**src/verilog/sideband_params.svh**
```systemverilog
`ifndef SIDEBAND_PARAMS_SVH
`define SIDEBAND_PARAMS_SVH

// register offsets
`define OFF_GPIO9_CFG    8'h1a
`define OFF_GPIO0_CFG    8'h1d
`define OFF_GPIO12_CFG   8'h1e
`define OFF_GPIO3_CFG    8'h1f
`define OFF_REG56_CFG    8'h20
`define OFF_REG78_CFG    8'h21
`define OFF_BC_CTRL      8'h23
`define OFF_SB_CTRL      8'h43
`define OFF_IN_LOW       8'h6e
`define OFF_IN_HIGH      8'h6f

// reset values
`define RST_CFG          8'h00
`define RST_CTRL         8'h00

// local gpio nibble codes
`define CFG_OUT_LOW      4'h1
`define CFG_OUT_HIGH     4'h9
`define CFG_INPUT        4'h3

// back-channel control bit positions
`define BC_RATE_SEL_BIT  6
`define BC_HIGH_RATE_BIT 4

// oscillator divider end counts (divide by 4, 2, 1)
`define DIV_END_4        2'd3
`define DIV_END_2        2'd1
`define DIV_END_1        2'd0

// back-channel frame length in bit times, and sample spacing per mode
`define BC_FRAME_BITS    5'd30
`define SAMP_INT_NORMAL  5'd30
`define SAMP_INT_4PIN    5'd5
`define SAMP_INT_2PIN    5'd3
`define SAMP_INT_1PIN    5'd2

// reverse spi sample buffer
`define BUF_DEPTH        8
`define BUF_AW           3

// input synchroniser width
`define SYNC_W           22

`endif

```
**src/verilog/sideband_pkg.sv**
```systemverilog
`default_nettype none
package sideband_pkg;

    // sideband mode field codes
    typedef enum logic [2:0] {
        SB_NORMAL   = 3'h0,
        SB_FAST_1   = 3'h1,
        SB_FAST_2   = 3'h2,
        SB_FAST_4   = 3'h3,
        SB_SPI_FWD  = 3'h6,
        SB_SPI_REV  = 3'h7
    } sb_mode_t;

    // spi signals sampled by the far end and carried in forward frames
    typedef struct packed {
        logic sclk;
        logic mosi;
        logic ss_n;
    } fwd_spi_t;

    // content of one back-channel frame
    typedef struct packed {
        logic        ssLevel;
        logic        spiValid;
        logic        spiMosi;
        logic [23:0] gpioSamples;
        logic [2:0]  mode;
    } bc_frame_t;

endpackage
`default_nettype wire

```
**src/verilog/sideband_spi_gpio_channel.sv**
```systemverilog
`timescale 1ns/1ps
`default_nettype none
`include "sideband_params.svh"

module sideband_spi_gpio_channel
    import sideband_pkg::*;
(
    input  wire logic            core_clk,
    input  wire logic            nrst,
    input  wire logic [7:0]      regAddr,
    input  wire logic            regWr,
    input  wire logic [7:0]      regWrData,
    input  wire logic            regRd,
    output logic      [7:0]      regRdData,
    input  wire logic            twoLaneMode,
    input  wire logic [9:0]      gpioPinIn,
    output logic      [9:0]      gpioPinOut,
    output logic      [9:0]      gpioPinOe_n,
    output logic      [3:0]      audioDataOut,
    input  wire logic [3:0]      fastGpioIn,
    input  wire logic            pixelClkIn,
    input  wire fwd_spi_t        fwdSpiIn,
    output logic                 fwdSclkOut,
    output logic                 fwdMosiOut,
    output logic                 fwdSsOut_n,
    input  wire logic            spiSsIn_n,
    input  wire logic            spiSclkIn,
    input  wire logic            spiMosiIn,
    input  wire logic            remoteMisoIn,
    output logic                 spiMisoOut,
    output logic                 bcFrameValid,
    output bc_frame_t            bcFrame
);

    ////////////////////////////////////////////////////////////////////////
    // input synchronisers

    logic [`SYNC_W-1:0] rawIn;
    logic [`SYNC_W-1:0] sync1_q;
    logic [`SYNC_W-1:0] sync2_q;
    logic [`SYNC_W-1:0] sync3_q;
    logic [`SYNC_W-1:0] stable_q;
    logic [`SYNC_W-1:0] stable_d;

    assign rawIn = {remoteMisoIn, spiMosiIn, spiSclkIn, spiSsIn_n, fwdSpiIn.ss_n,
                    fwdSpiIn.mosi, fwdSpiIn.sclk, pixelClkIn, fastGpioIn, gpioPinIn};

    // accept a change once stages two and three agree
    always_comb
    begin
        for (int i = 0; i < `SYNC_W; i++)
        begin
            stable_d[i] = (sync2_q[i] == sync3_q[i]) ? sync3_q[i] : stable_q[i];
        end
    end

    always_ff @(posedge core_clk or negedge nrst)
    begin
        if (!nrst)
        begin
            sync1_q  <= '0;
            sync2_q  <= '0;
            sync3_q  <= '0;
            stable_q <= '0;
        end
        else
        begin
            sync1_q  <= rawIn;
            sync2_q  <= sync1_q;
            sync3_q  <= sync2_q;
            stable_q <= stable_d;
        end
    end

    logic [9:0] gpioLvl;
    logic [3:0] fastLvl;
    logic       pclkLvl;
    logic       fSclkLvl;
    logic       fMosiLvl;
    logic       fSsLvl;
    logic       rSsLvl;
    logic       rSclkLvl;
    logic       rMosiLvl;
    logic       misoLvl;

    assign gpioLvl  = stable_q[9:0];
    assign fastLvl  = stable_q[13:10];
    assign pclkLvl  = stable_q[14];
    assign fSclkLvl = stable_q[15];
    assign fMosiLvl = stable_q[16];
    assign fSsLvl   = stable_q[17];
    assign rSsLvl   = stable_q[18];
    assign rSclkLvl = stable_q[19];
    assign rMosiLvl = stable_q[20];
    assign misoLvl  = stable_q[21];

    ////////////////////////////////////////////////////////////////////////
    // register file

    logic [7:0] gpio9Cfg_q, gpio0Cfg_q, gpio12Cfg_q, gpio3Cfg_q;
    logic [7:0] reg56Cfg_q, reg78Cfg_q, bcCtrl_q, sbCtrl_q;
    logic [7:0] gpio9Cfg_d, gpio0Cfg_d, gpio12Cfg_d, gpio3Cfg_d;
    logic [7:0] reg56Cfg_d, reg78Cfg_d, bcCtrl_d, sbCtrl_d;
    logic [7:0] regRdData_q, regRdData_d;
    logic [7:0] inLow, inHigh;
    logic [9:0] inLvl;

    // writes store, reads return one cycle later, unmapped reads zero
    always_comb
    begin
        gpio9Cfg_d  = gpio9Cfg_q;
        gpio0Cfg_d  = gpio0Cfg_q;
        gpio12Cfg_d = gpio12Cfg_q;
        gpio3Cfg_d  = gpio3Cfg_q;
        reg56Cfg_d  = reg56Cfg_q;
        reg78Cfg_d  = reg78Cfg_q;
        bcCtrl_d    = bcCtrl_q;
        sbCtrl_d    = sbCtrl_q;
        regRdData_d = regRdData_q;
        if (regWr)
        begin
            case (regAddr)
                `OFF_GPIO9_CFG:  gpio9Cfg_d  = regWrData;
                `OFF_GPIO0_CFG:  gpio0Cfg_d  = regWrData;
                `OFF_GPIO12_CFG: gpio12Cfg_d = regWrData;
                `OFF_GPIO3_CFG:  gpio3Cfg_d  = regWrData;
                `OFF_REG56_CFG:  reg56Cfg_d  = regWrData;
                `OFF_REG78_CFG:  reg78Cfg_d  = regWrData;
                `OFF_BC_CTRL:    bcCtrl_d    = regWrData;
                `OFF_SB_CTRL:    sbCtrl_d    = regWrData;
                default:         ;
            endcase
        end
        if (regRd)
        begin
            case (regAddr)
                `OFF_GPIO9_CFG:  regRdData_d = gpio9Cfg_q;
                `OFF_GPIO0_CFG:  regRdData_d = gpio0Cfg_q;
                `OFF_GPIO12_CFG: regRdData_d = gpio12Cfg_q;
                `OFF_GPIO3_CFG:  regRdData_d = gpio3Cfg_q;
                `OFF_REG56_CFG:  regRdData_d = reg56Cfg_q;
                `OFF_REG78_CFG:  regRdData_d = reg78Cfg_q;
                `OFF_BC_CTRL:    regRdData_d = bcCtrl_q;
                `OFF_SB_CTRL:    regRdData_d = sbCtrl_q;
                `OFF_IN_LOW:     regRdData_d = inLow;
                `OFF_IN_HIGH:    regRdData_d = inHigh;
                default:         regRdData_d = 8'h00;
            endcase
        end
    end

    always_ff @(posedge core_clk or negedge nrst)
    begin
        if (!nrst)
        begin
            gpio9Cfg_q  <= `RST_CFG;
            gpio0Cfg_q  <= `RST_CFG;
            gpio12Cfg_q <= `RST_CFG;
            gpio3Cfg_q  <= `RST_CFG;
            reg56Cfg_q  <= `RST_CFG;
            reg78Cfg_q  <= `RST_CFG;
            bcCtrl_q    <= `RST_CTRL;
            sbCtrl_q    <= `RST_CTRL;
            regRdData_q <= 8'h00;
        end
        else
        begin
            gpio9Cfg_q  <= gpio9Cfg_d;
            gpio0Cfg_q  <= gpio0Cfg_d;
            gpio12Cfg_q <= gpio12Cfg_d;
            gpio3Cfg_q  <= gpio3Cfg_d;
            reg56Cfg_q  <= reg56Cfg_d;
            reg78Cfg_q  <= reg78Cfg_d;
            bcCtrl_q    <= bcCtrl_d;
            sbCtrl_q    <= sbCtrl_d;
            regRdData_q <= regRdData_d;
        end
    end

    assign regRdData = regRdData_q;

    ////////////////////////////////////////////////////////////////////////
    // local gpios: pin drive and input levels, never put on the link

    logic [3:0] pinCfg [10];

    assign pinCfg[0] = gpio0Cfg_q[3:0];
    assign pinCfg[1] = gpio12Cfg_q[3:0];
    assign pinCfg[2] = gpio12Cfg_q[7:4];
    assign pinCfg[3] = gpio3Cfg_q[3:0];
    assign pinCfg[4] = 4'h0;                 // no pin four
    assign pinCfg[5] = reg56Cfg_q[3:0];
    assign pinCfg[6] = reg56Cfg_q[7:4];
    assign pinCfg[7] = reg78Cfg_q[3:0];
    assign pinCfg[8] = reg78Cfg_q[7:4];
    assign pinCfg[9] = gpio9Cfg_q[3:0];

    // per-pin decode of the configuration nibble
    for (genvar g = 0; g < 10; g++)
    begin : gPin
        logic isLow, isHigh, isIn;
        assign isLow          = (pinCfg[g] == `CFG_OUT_LOW);
        assign isHigh         = (pinCfg[g] == `CFG_OUT_HIGH);
        assign isIn           = (pinCfg[g] == `CFG_INPUT);
        assign gpioPinOut[g]  = isHigh;
        assign gpioPinOe_n[g] = !(isLow || isHigh);
        assign inLvl[g]       = isIn & gpioLvl[g];
    end

    assign inLow  = {inLvl[7:5], 1'b0, inLvl[3:0]};
    assign inHigh = {6'h00, inLvl[9], inLvl[8]};

    // shared audio inputs are blocked once the pin is in a gpio mode
    for (genvar a = 0; a < 4; a++)
    begin : gAudio
        assign audioDataOut[a] = (pinCfg[a+5] == 4'h0) ? gpioLvl[a+5] : 1'b0;
    end

    ////////////////////////////////////////////////////////////////////////
    // mode decode and back-channel bit timing

    sb_mode_t   mode;
    logic       fwdOn, revOn;
    logic [1:0] divEnd;
    logic [4:0] sampInt;

    assign mode   = sb_mode_t'(sbCtrl_q[2:0]);
    assign fwdOn  = twoLaneMode && (mode == SB_SPI_FWD);
    assign revOn  = twoLaneMode && (mode == SB_SPI_REV);
    assign divEnd = bcCtrl_q[`BC_HIGH_RATE_BIT] ? `DIV_END_1 :
                    bcCtrl_q[`BC_RATE_SEL_BIT]  ? `DIV_END_2 : `DIV_END_4;

    // sample spacing per fast gpio mode
    always_comb
    begin
        case (mode)
            SB_FAST_4: sampInt = `SAMP_INT_4PIN;
            SB_FAST_2: sampInt = `SAMP_INT_2PIN;
            SB_FAST_1: sampInt = `SAMP_INT_1PIN;
            default:   sampInt = `SAMP_INT_NORMAL;
        endcase
    end

    logic [1:0]  divCnt_q, divCnt_d;
    logic [4:0]  bitCnt_q, bitCnt_d;
    logic [4:0]  sampCnt_q, sampCnt_d;
    logic [23:0] acc_q, acc_d;
    logic        bitTick, frameEnd, sampTick;
    logic [3:0]  fastIn;

    assign bitTick  = (divCnt_q == divEnd);
    assign frameEnd = bitTick && (bitCnt_q == `BC_FRAME_BITS - 5'd1);
    assign sampTick = bitTick && (sampCnt_q == sampInt - 5'd1);
    assign fastIn   = (twoLaneMode && !fwdOn && !revOn) ? fastLvl : 4'h0;

    // bit divider, frame counter and fast gpio sample packing
    always_comb
    begin
        divCnt_d  = bitTick ? 2'd0 : divCnt_q + 2'd1;
        bitCnt_d  = bitCnt_q;
        sampCnt_d = sampCnt_q;
        acc_d     = acc_q;
        if (bitTick)
        begin
            bitCnt_d  = frameEnd ? 5'd0 : bitCnt_q + 5'd1;
            sampCnt_d = (sampTick || frameEnd) ? 5'd0 : sampCnt_q + 5'd1;
        end
        if (sampTick)
        begin
            case (mode)
                SB_FAST_2: acc_d = {acc_q[21:0], fastIn[1:0]};
                SB_FAST_1: acc_d = {acc_q[22:0], fastIn[0]};
                default:   acc_d = {acc_q[19:0], fastIn};
            endcase
        end
    end

    always_ff @(posedge core_clk or negedge nrst)
    begin
        if (!nrst)
        begin
            divCnt_q  <= 2'd0;
            bitCnt_q  <= 5'd0;
            sampCnt_q <= 5'd0;
            acc_q     <= 24'h000000;
        end
        else
        begin
            divCnt_q  <= divCnt_d;
            bitCnt_q  <= bitCnt_d;
            sampCnt_q <= sampCnt_d;
            acc_q     <= frameEnd ? 24'h000000 : acc_d;
        end
    end

    ////////////////////////////////////////////////////////////////////////
    // reverse spi: edge capture, buffer, one sample per frame

    logic                sclkPrev_q;
    logic [`BUF_DEPTH-1:0] mem_q, mem_d;
    logic [`BUF_AW-1:0]  wrPtr_q, wrPtr_d, rdPtr_q, rdPtr_d;
    logic [`BUF_AW:0]    cnt_q, cnt_d;
    logic                push, pop;
    bc_frame_t           frame_q, frame_d;
    logic                frameValid_q;

    assign push = revOn && !rSsLvl && rSclkLvl && !sclkPrev_q &&
                  (cnt_q != 4'(`BUF_DEPTH));
    assign pop  = frameEnd && revOn && (cnt_q != 4'd0);

    // buffer update and frame assembly
    always_comb
    begin
        mem_d   = mem_q;
        wrPtr_d = wrPtr_q;
        rdPtr_d = rdPtr_q;
        cnt_d   = cnt_q;
        frame_d = frame_q;
        if (push)
        begin
            mem_d[wrPtr_q] = rMosiLvl;
            wrPtr_d        = wrPtr_q + 3'd1;
        end
        if (pop)
        begin
            rdPtr_d = rdPtr_q + 3'd1;
        end
        cnt_d = cnt_q + {3'd0, push} - {3'd0, pop};
        if (frameEnd)
        begin
            frame_d.ssLevel     = revOn ? rSsLvl : 1'b1;
            frame_d.spiValid    = pop;
            frame_d.spiMosi     = pop ? mem_q[rdPtr_q] : 1'b0;
            frame_d.gpioSamples = acc_d;
            frame_d.mode        = sbCtrl_q[2:0];
        end
        if (!revOn)
        begin
            wrPtr_d = 3'd0;
            rdPtr_d = 3'd0;
            cnt_d   = 4'd0;
        end
    end

    always_ff @(posedge core_clk or negedge nrst)
    begin
        if (!nrst)
        begin
            sclkPrev_q   <= 1'b0;
            mem_q        <= '0;
            wrPtr_q      <= 3'd0;
            rdPtr_q      <= 3'd0;
            cnt_q        <= 4'd0;
            frame_q      <= '0;
            frameValid_q <= 1'b0;
        end
        else
        begin
            sclkPrev_q   <= rSclkLvl;
            mem_q        <= mem_d;
            wrPtr_q      <= wrPtr_d;
            rdPtr_q      <= rdPtr_d;
            cnt_q        <= cnt_d;
            frame_q      <= frame_d;
            frameValid_q <= frameEnd;
        end
    end

    assign bcFrame      = frame_q;
    assign bcFrameValid = frameValid_q;

    ////////////////////////////////////////////////////////////////////////
    // forward spi regeneration on recovered pixel clock edges

    logic pclkPrev_q, sclkDly_q, fSclk_q, fMosi_q, fSs_q, miso_q;
    logic sclkDly_d, fSclk_d, fMosi_d, fSs_d, pclkTick;

    assign pclkTick = pclkLvl && !pclkPrev_q;

    always_comb
    begin
        sclkDly_d = sclkDly_q;
        fSclk_d   = fSclk_q;
        fMosi_d   = fMosi_q;
        fSs_d     = fSs_q;
        if (!fwdOn)
        begin
            sclkDly_d = 1'b0;
            fSclk_d   = 1'b0;
            fMosi_d   = 1'b0;
            fSs_d     = 1'b1;
        end
        else if (pclkTick)
        begin
            sclkDly_d = fSclkLvl;
            fSclk_d   = sclkDly_q;
            fSs_d     = fSsLvl;
            if (!fSclk_q && !sclkDly_q)
            begin
                fMosi_d = fMosiLvl;
            end
        end
    end

    always_ff @(posedge core_clk or negedge nrst)
    begin
        if (!nrst)
        begin
            pclkPrev_q <= 1'b0;
            sclkDly_q  <= 1'b0;
            fSclk_q    <= 1'b0;
            fMosi_q    <= 1'b0;
            fSs_q      <= 1'b1;
            miso_q     <= 1'b0;
        end
        else
        begin
            pclkPrev_q <= pclkLvl;
            sclkDly_q  <= sclkDly_d;
            fSclk_q    <= fSclk_d;
            fMosi_q    <= fMosi_d;
            fSs_q      <= fSs_d;
            miso_q     <= revOn ? misoLvl : 1'b0;
        end
    end

    assign fwdSclkOut = fSclk_q;
    assign fwdMosiOut = fMosi_q;
    assign fwdSsOut_n = fSs_q;
    assign spiMisoOut = miso_q;

endmodule

`default_nettype wire

```
**config.mk**
```make
export PLATFORM = sky130hd
export DESIGN_NAME = sideband_spi_gpio_channel
export DESIGN_NICKNAME = d
export VERILOG_FILES = /design/src/verilog/sideband_pkg.sv /design/src/verilog/sideband_spi_gpio_channel.sv
export VERILOG_INCLUDE_DIRS = /design/src /design/src/verilog
export SDC_FILE = /design/constraint.sdc
export NUM_CORES = 1
export LEC_CHECK = 0
export BUFFER_PORTS_ARGS = -buffer_cell sky130_fd_sc_hd__buf_2
export CAP_MARGIN = 20
export CORE_UTILIZATION = 57
export DETAILED_ROUTE_END_ITERATION = 8
export GPL_TIMING_DRIVEN = 0
export PLACE_DENSITY = 0.75
export SYNTH_ARGS = -nofsm -noshare
export SYNTH_HDL_FRONTEND = slang
export SYNTH_SLANG_ARGS = --single-unit
```
**constraint.sdc**
```tcl
create_clock -name core_clk -period 4.3 [get_ports core_clk]
set_input_delay 0.215 -clock core_clk [delete_from_list [all_inputs] [get_ports core_clk]]
set_output_delay 0.215 -clock core_clk [all_outputs]
set_load 0.01 [all_outputs]
```
==> metrics <==
initial drt markers 684; f_max 331 MHz; min Tclk post-route 3020 ps; main flop type after synthesis dfrtp_1; chip width 142 um; Cell variety after synth 76; die height 142 um; H-Tree Depth 1; # diodes 0; final wirelength 27000 um; post-cts repair resize count 0; sequential area share after synthesis 55.3%; setup bufs post-CTS 0; vias in the first global route 8262; hpwl dp 18400 um; fin area 13300 um2; number of synthesized flops with an enable pin 0; ratio of cells with drive above 1 in the final layout 23.9%; grt ovf 0; CP required 4740 ps; WP buf/inv 4; final setup margin 1280 ps; RSZ-0062 raised after global routing false; # Max-Cap Violations 0; Overall Global Routing Usage 27.5%; Row Count 50; Pwr per Cell Area 459 nW/um2; flop2flop setup slack 1280 ps; syn nets 1038; Via density 5.98; Slew HR 50.2%; final-report hold violation count 0; Crit Path Class reg -> reg; Clock transition at path regs 60 ps; final setup vio count 0; Yosys reg bits 248; synthesized area per cell 11.4 um2; synthesized area 11200 um2; status finished, final reports clean; Die Area 20200 um2; CTS buffer count 26; 1st-pass router iterations 5; antenna violations before repair 0; Nets 1194; Slowest Stage Delay on Critical Path 420 ps; placed cell count 1348; number of port buffers 104; Top-Level Pins 110; pin count of the biggest net entering global routing 107; min-delay worst type in -> reg; fin crit share 70.2%; average wire per standard cell 19.1 um; clk buf depth 3; Worst Setup End Kind flip-flop; CTS Hold Buffers Added 22; total clock sinks 248; Worst Max-Slew Pin Slew 744 ps; Worst Path Max Fanout 10; Cells after Synth 982; Placed Instance Area 12100 um2; maximum vdd drop 0.000341 V; Lkg Pwr 5.99 nW; CP startpoint kind flip-flop; Layout area overhead 18.5%; cells along the critical path buf_2 -> nand2b_1 -> clkbuf_1 -> nor2_1 -> ha_1 -> xor2_1 -> nor3_1 -> o2111a_1 -> buf_2 -> nand2_1 -> clkbuf_1 -> o2bb2ai_1; Place WS 1350 ps; Pins Over Slew Limit 0; Async SR Flop Fraction 100%; Clock Skew 11.4 ps; first-pass GRT wire length 43800 um; initial core utilization 59.0%; DR DRC count 0; RePlAce Congestion 0.931; yosys warns 0; Post-Layout Cell Count 1415; CP max-delay cell clkbuf_1; Sum Neg Setup Slack 0 ps; Root Buffer clkbuf_16; Top delay family on crit path buffers and inverters; Worst Path Arrival 3460 ps; total number of vias 8466; Final ANT Viol Nets 0; CTS tree built; latest clock arrival within the worst-skew pair 530 ps; core footprint 19000 um2
## layout by cell type, fill, tap and decap left out, drive strengths merged, types with 11 or more instances in the layout
cell type    Yosys  routed
dfrtp          247     247
buf             33     139
mux2            77      77
clkbuf          38      68
o21ai           62      62
nor2            60      60
nand2           51      51
nor3            46      46
inv             41      41
nor2b           29      29
nand3           27      27
o2bb2ai         23      23
o311ai          22      22
dlygate4sd3      0      22
maj3            21      21
mux2i           18      18
a221o           18      18
a21oi           17      17
nand2b          14      14
ha              12      12
nand4           11      11
## final timing paths
path | endpoint | depth (start not counted) | start
min reg2reg | sync2_q[13] | 0 | sync1_q[13]
max reg2reg | acc_q[13] | 12 | sbCtrl_q[2]
max | acc_q[13] | 12 | sbCtrl_q[2]
max in group asynchronous | sync3_q[7] | 3 | nrst
min | gpio0Cfg_q[3] | 3 | regWrData[3]
min in group asynchronous | bcFrame[26] | 2 | nrst
## cells by family (layout without fill, tap and decap cells)
group | Yosys count | in the layout | share of synthesized area (%)
simple gates | 285 | 285 | 13.7
mux | 97 | 97 | 9.74
compound gates | 193 | 193 | 12.5
other cells | 2 | 2 | 0.0670
flops | 248 | 248 | 55.3
fa+ha+maj | 34 | 34 | 3.39
xor+xnor | 11 | 11 | 0.859
buf+inv | 112 | 285 | 4.36
## state kept, by name, indices dropped and copies added, names as in the netlist, 8 cells and up
signal and count:
sync2_q 21, stable_q 21, sync1_q 21, bcFrame 30
gpio12Cfg_q 8, gpio3Cfg_q 8, mem_q 8, reg78Cfg_q 8
bcCtrl_q 8, sync3_q 21, gpio0Cfg_q 8, gpio9Cfg_q 8
regRdData 8, sbCtrl_q 8, reg56Cfg_q 8, acc_q 24
## worst reg2reg max path, stage by stage (launching register included)
cell and delay [ps]:
dfrtp_1 310, buf_2 190, nand2b_1 220, clkbuf_1 430, nor2_1 80, ha_1 200
xor2_1 150, nor3_1 280, o2111a_1 210, buf_2 220, nand2_1 120, clkbuf_1 280
o2bb2ai_1 250
## per-stage QoR
stage	hold slack [ps]	power (mW)	util, %
after floorplan	-80.6	3.34	-
after global placement	323	3.65	63.4
after detailed placement	202	3.69	63.8
after CTS	20.2	6.14	69.9
after global routing	54.2	6.39	69.9
final	48.3	6.10	69.9
## cell type report
class | count | area (um2)
Buffer | 71 | 335
Clock buffer | 30 | 696
Clock inverter | 15 | 244
Fill cell | 1423 | 5730
Inverter | 41 | 154
Multi-Input combinational cell | 622 | 4520
Sequential cell | 248 | 6210
Tap cell | 260 | 325
Timing Repair Buffer | 128 | 806
## power breakdown
group | total (mW) | leakage, nW | switching, mW | internal, mW
logic | 0.900 | 2.37 | 0.538 | 0.361
registers | 2.78 | 3.17 | 0.234 | 2.54
clock network | 2.42 | 0.455 | 0.905 | 1.52
## Yosys cell counts, types with 19 or more instances
master	n	area share (%)
dfrtp_1	247	55
mux2_2	76	7.6
o21ai_0	61	2.7
nor2_1	58	1.9
nand2_1	49	1.6
nor3_1	45	2.0
inv_1	41	1.4
clkbuf_1	38	1.3
nor2b_1	29	1.6
nand3_1	26	1.2
o2bb2ai_1	23	1.8
o311ai_0	22	1.7
maj3_1	21	1.9
buf_2	19	0.85
## metal layers
layer  GRT usage, %  vias up  part of all wire (%)
met2           45.5      347                    48
met4           8.15        0                   2.2
met5              0        -                     0
li1               -     3867                     -
met1           37.6     4204                    43
met3           4.37       48                   6.8
Power figures use the tool's default switching activity.
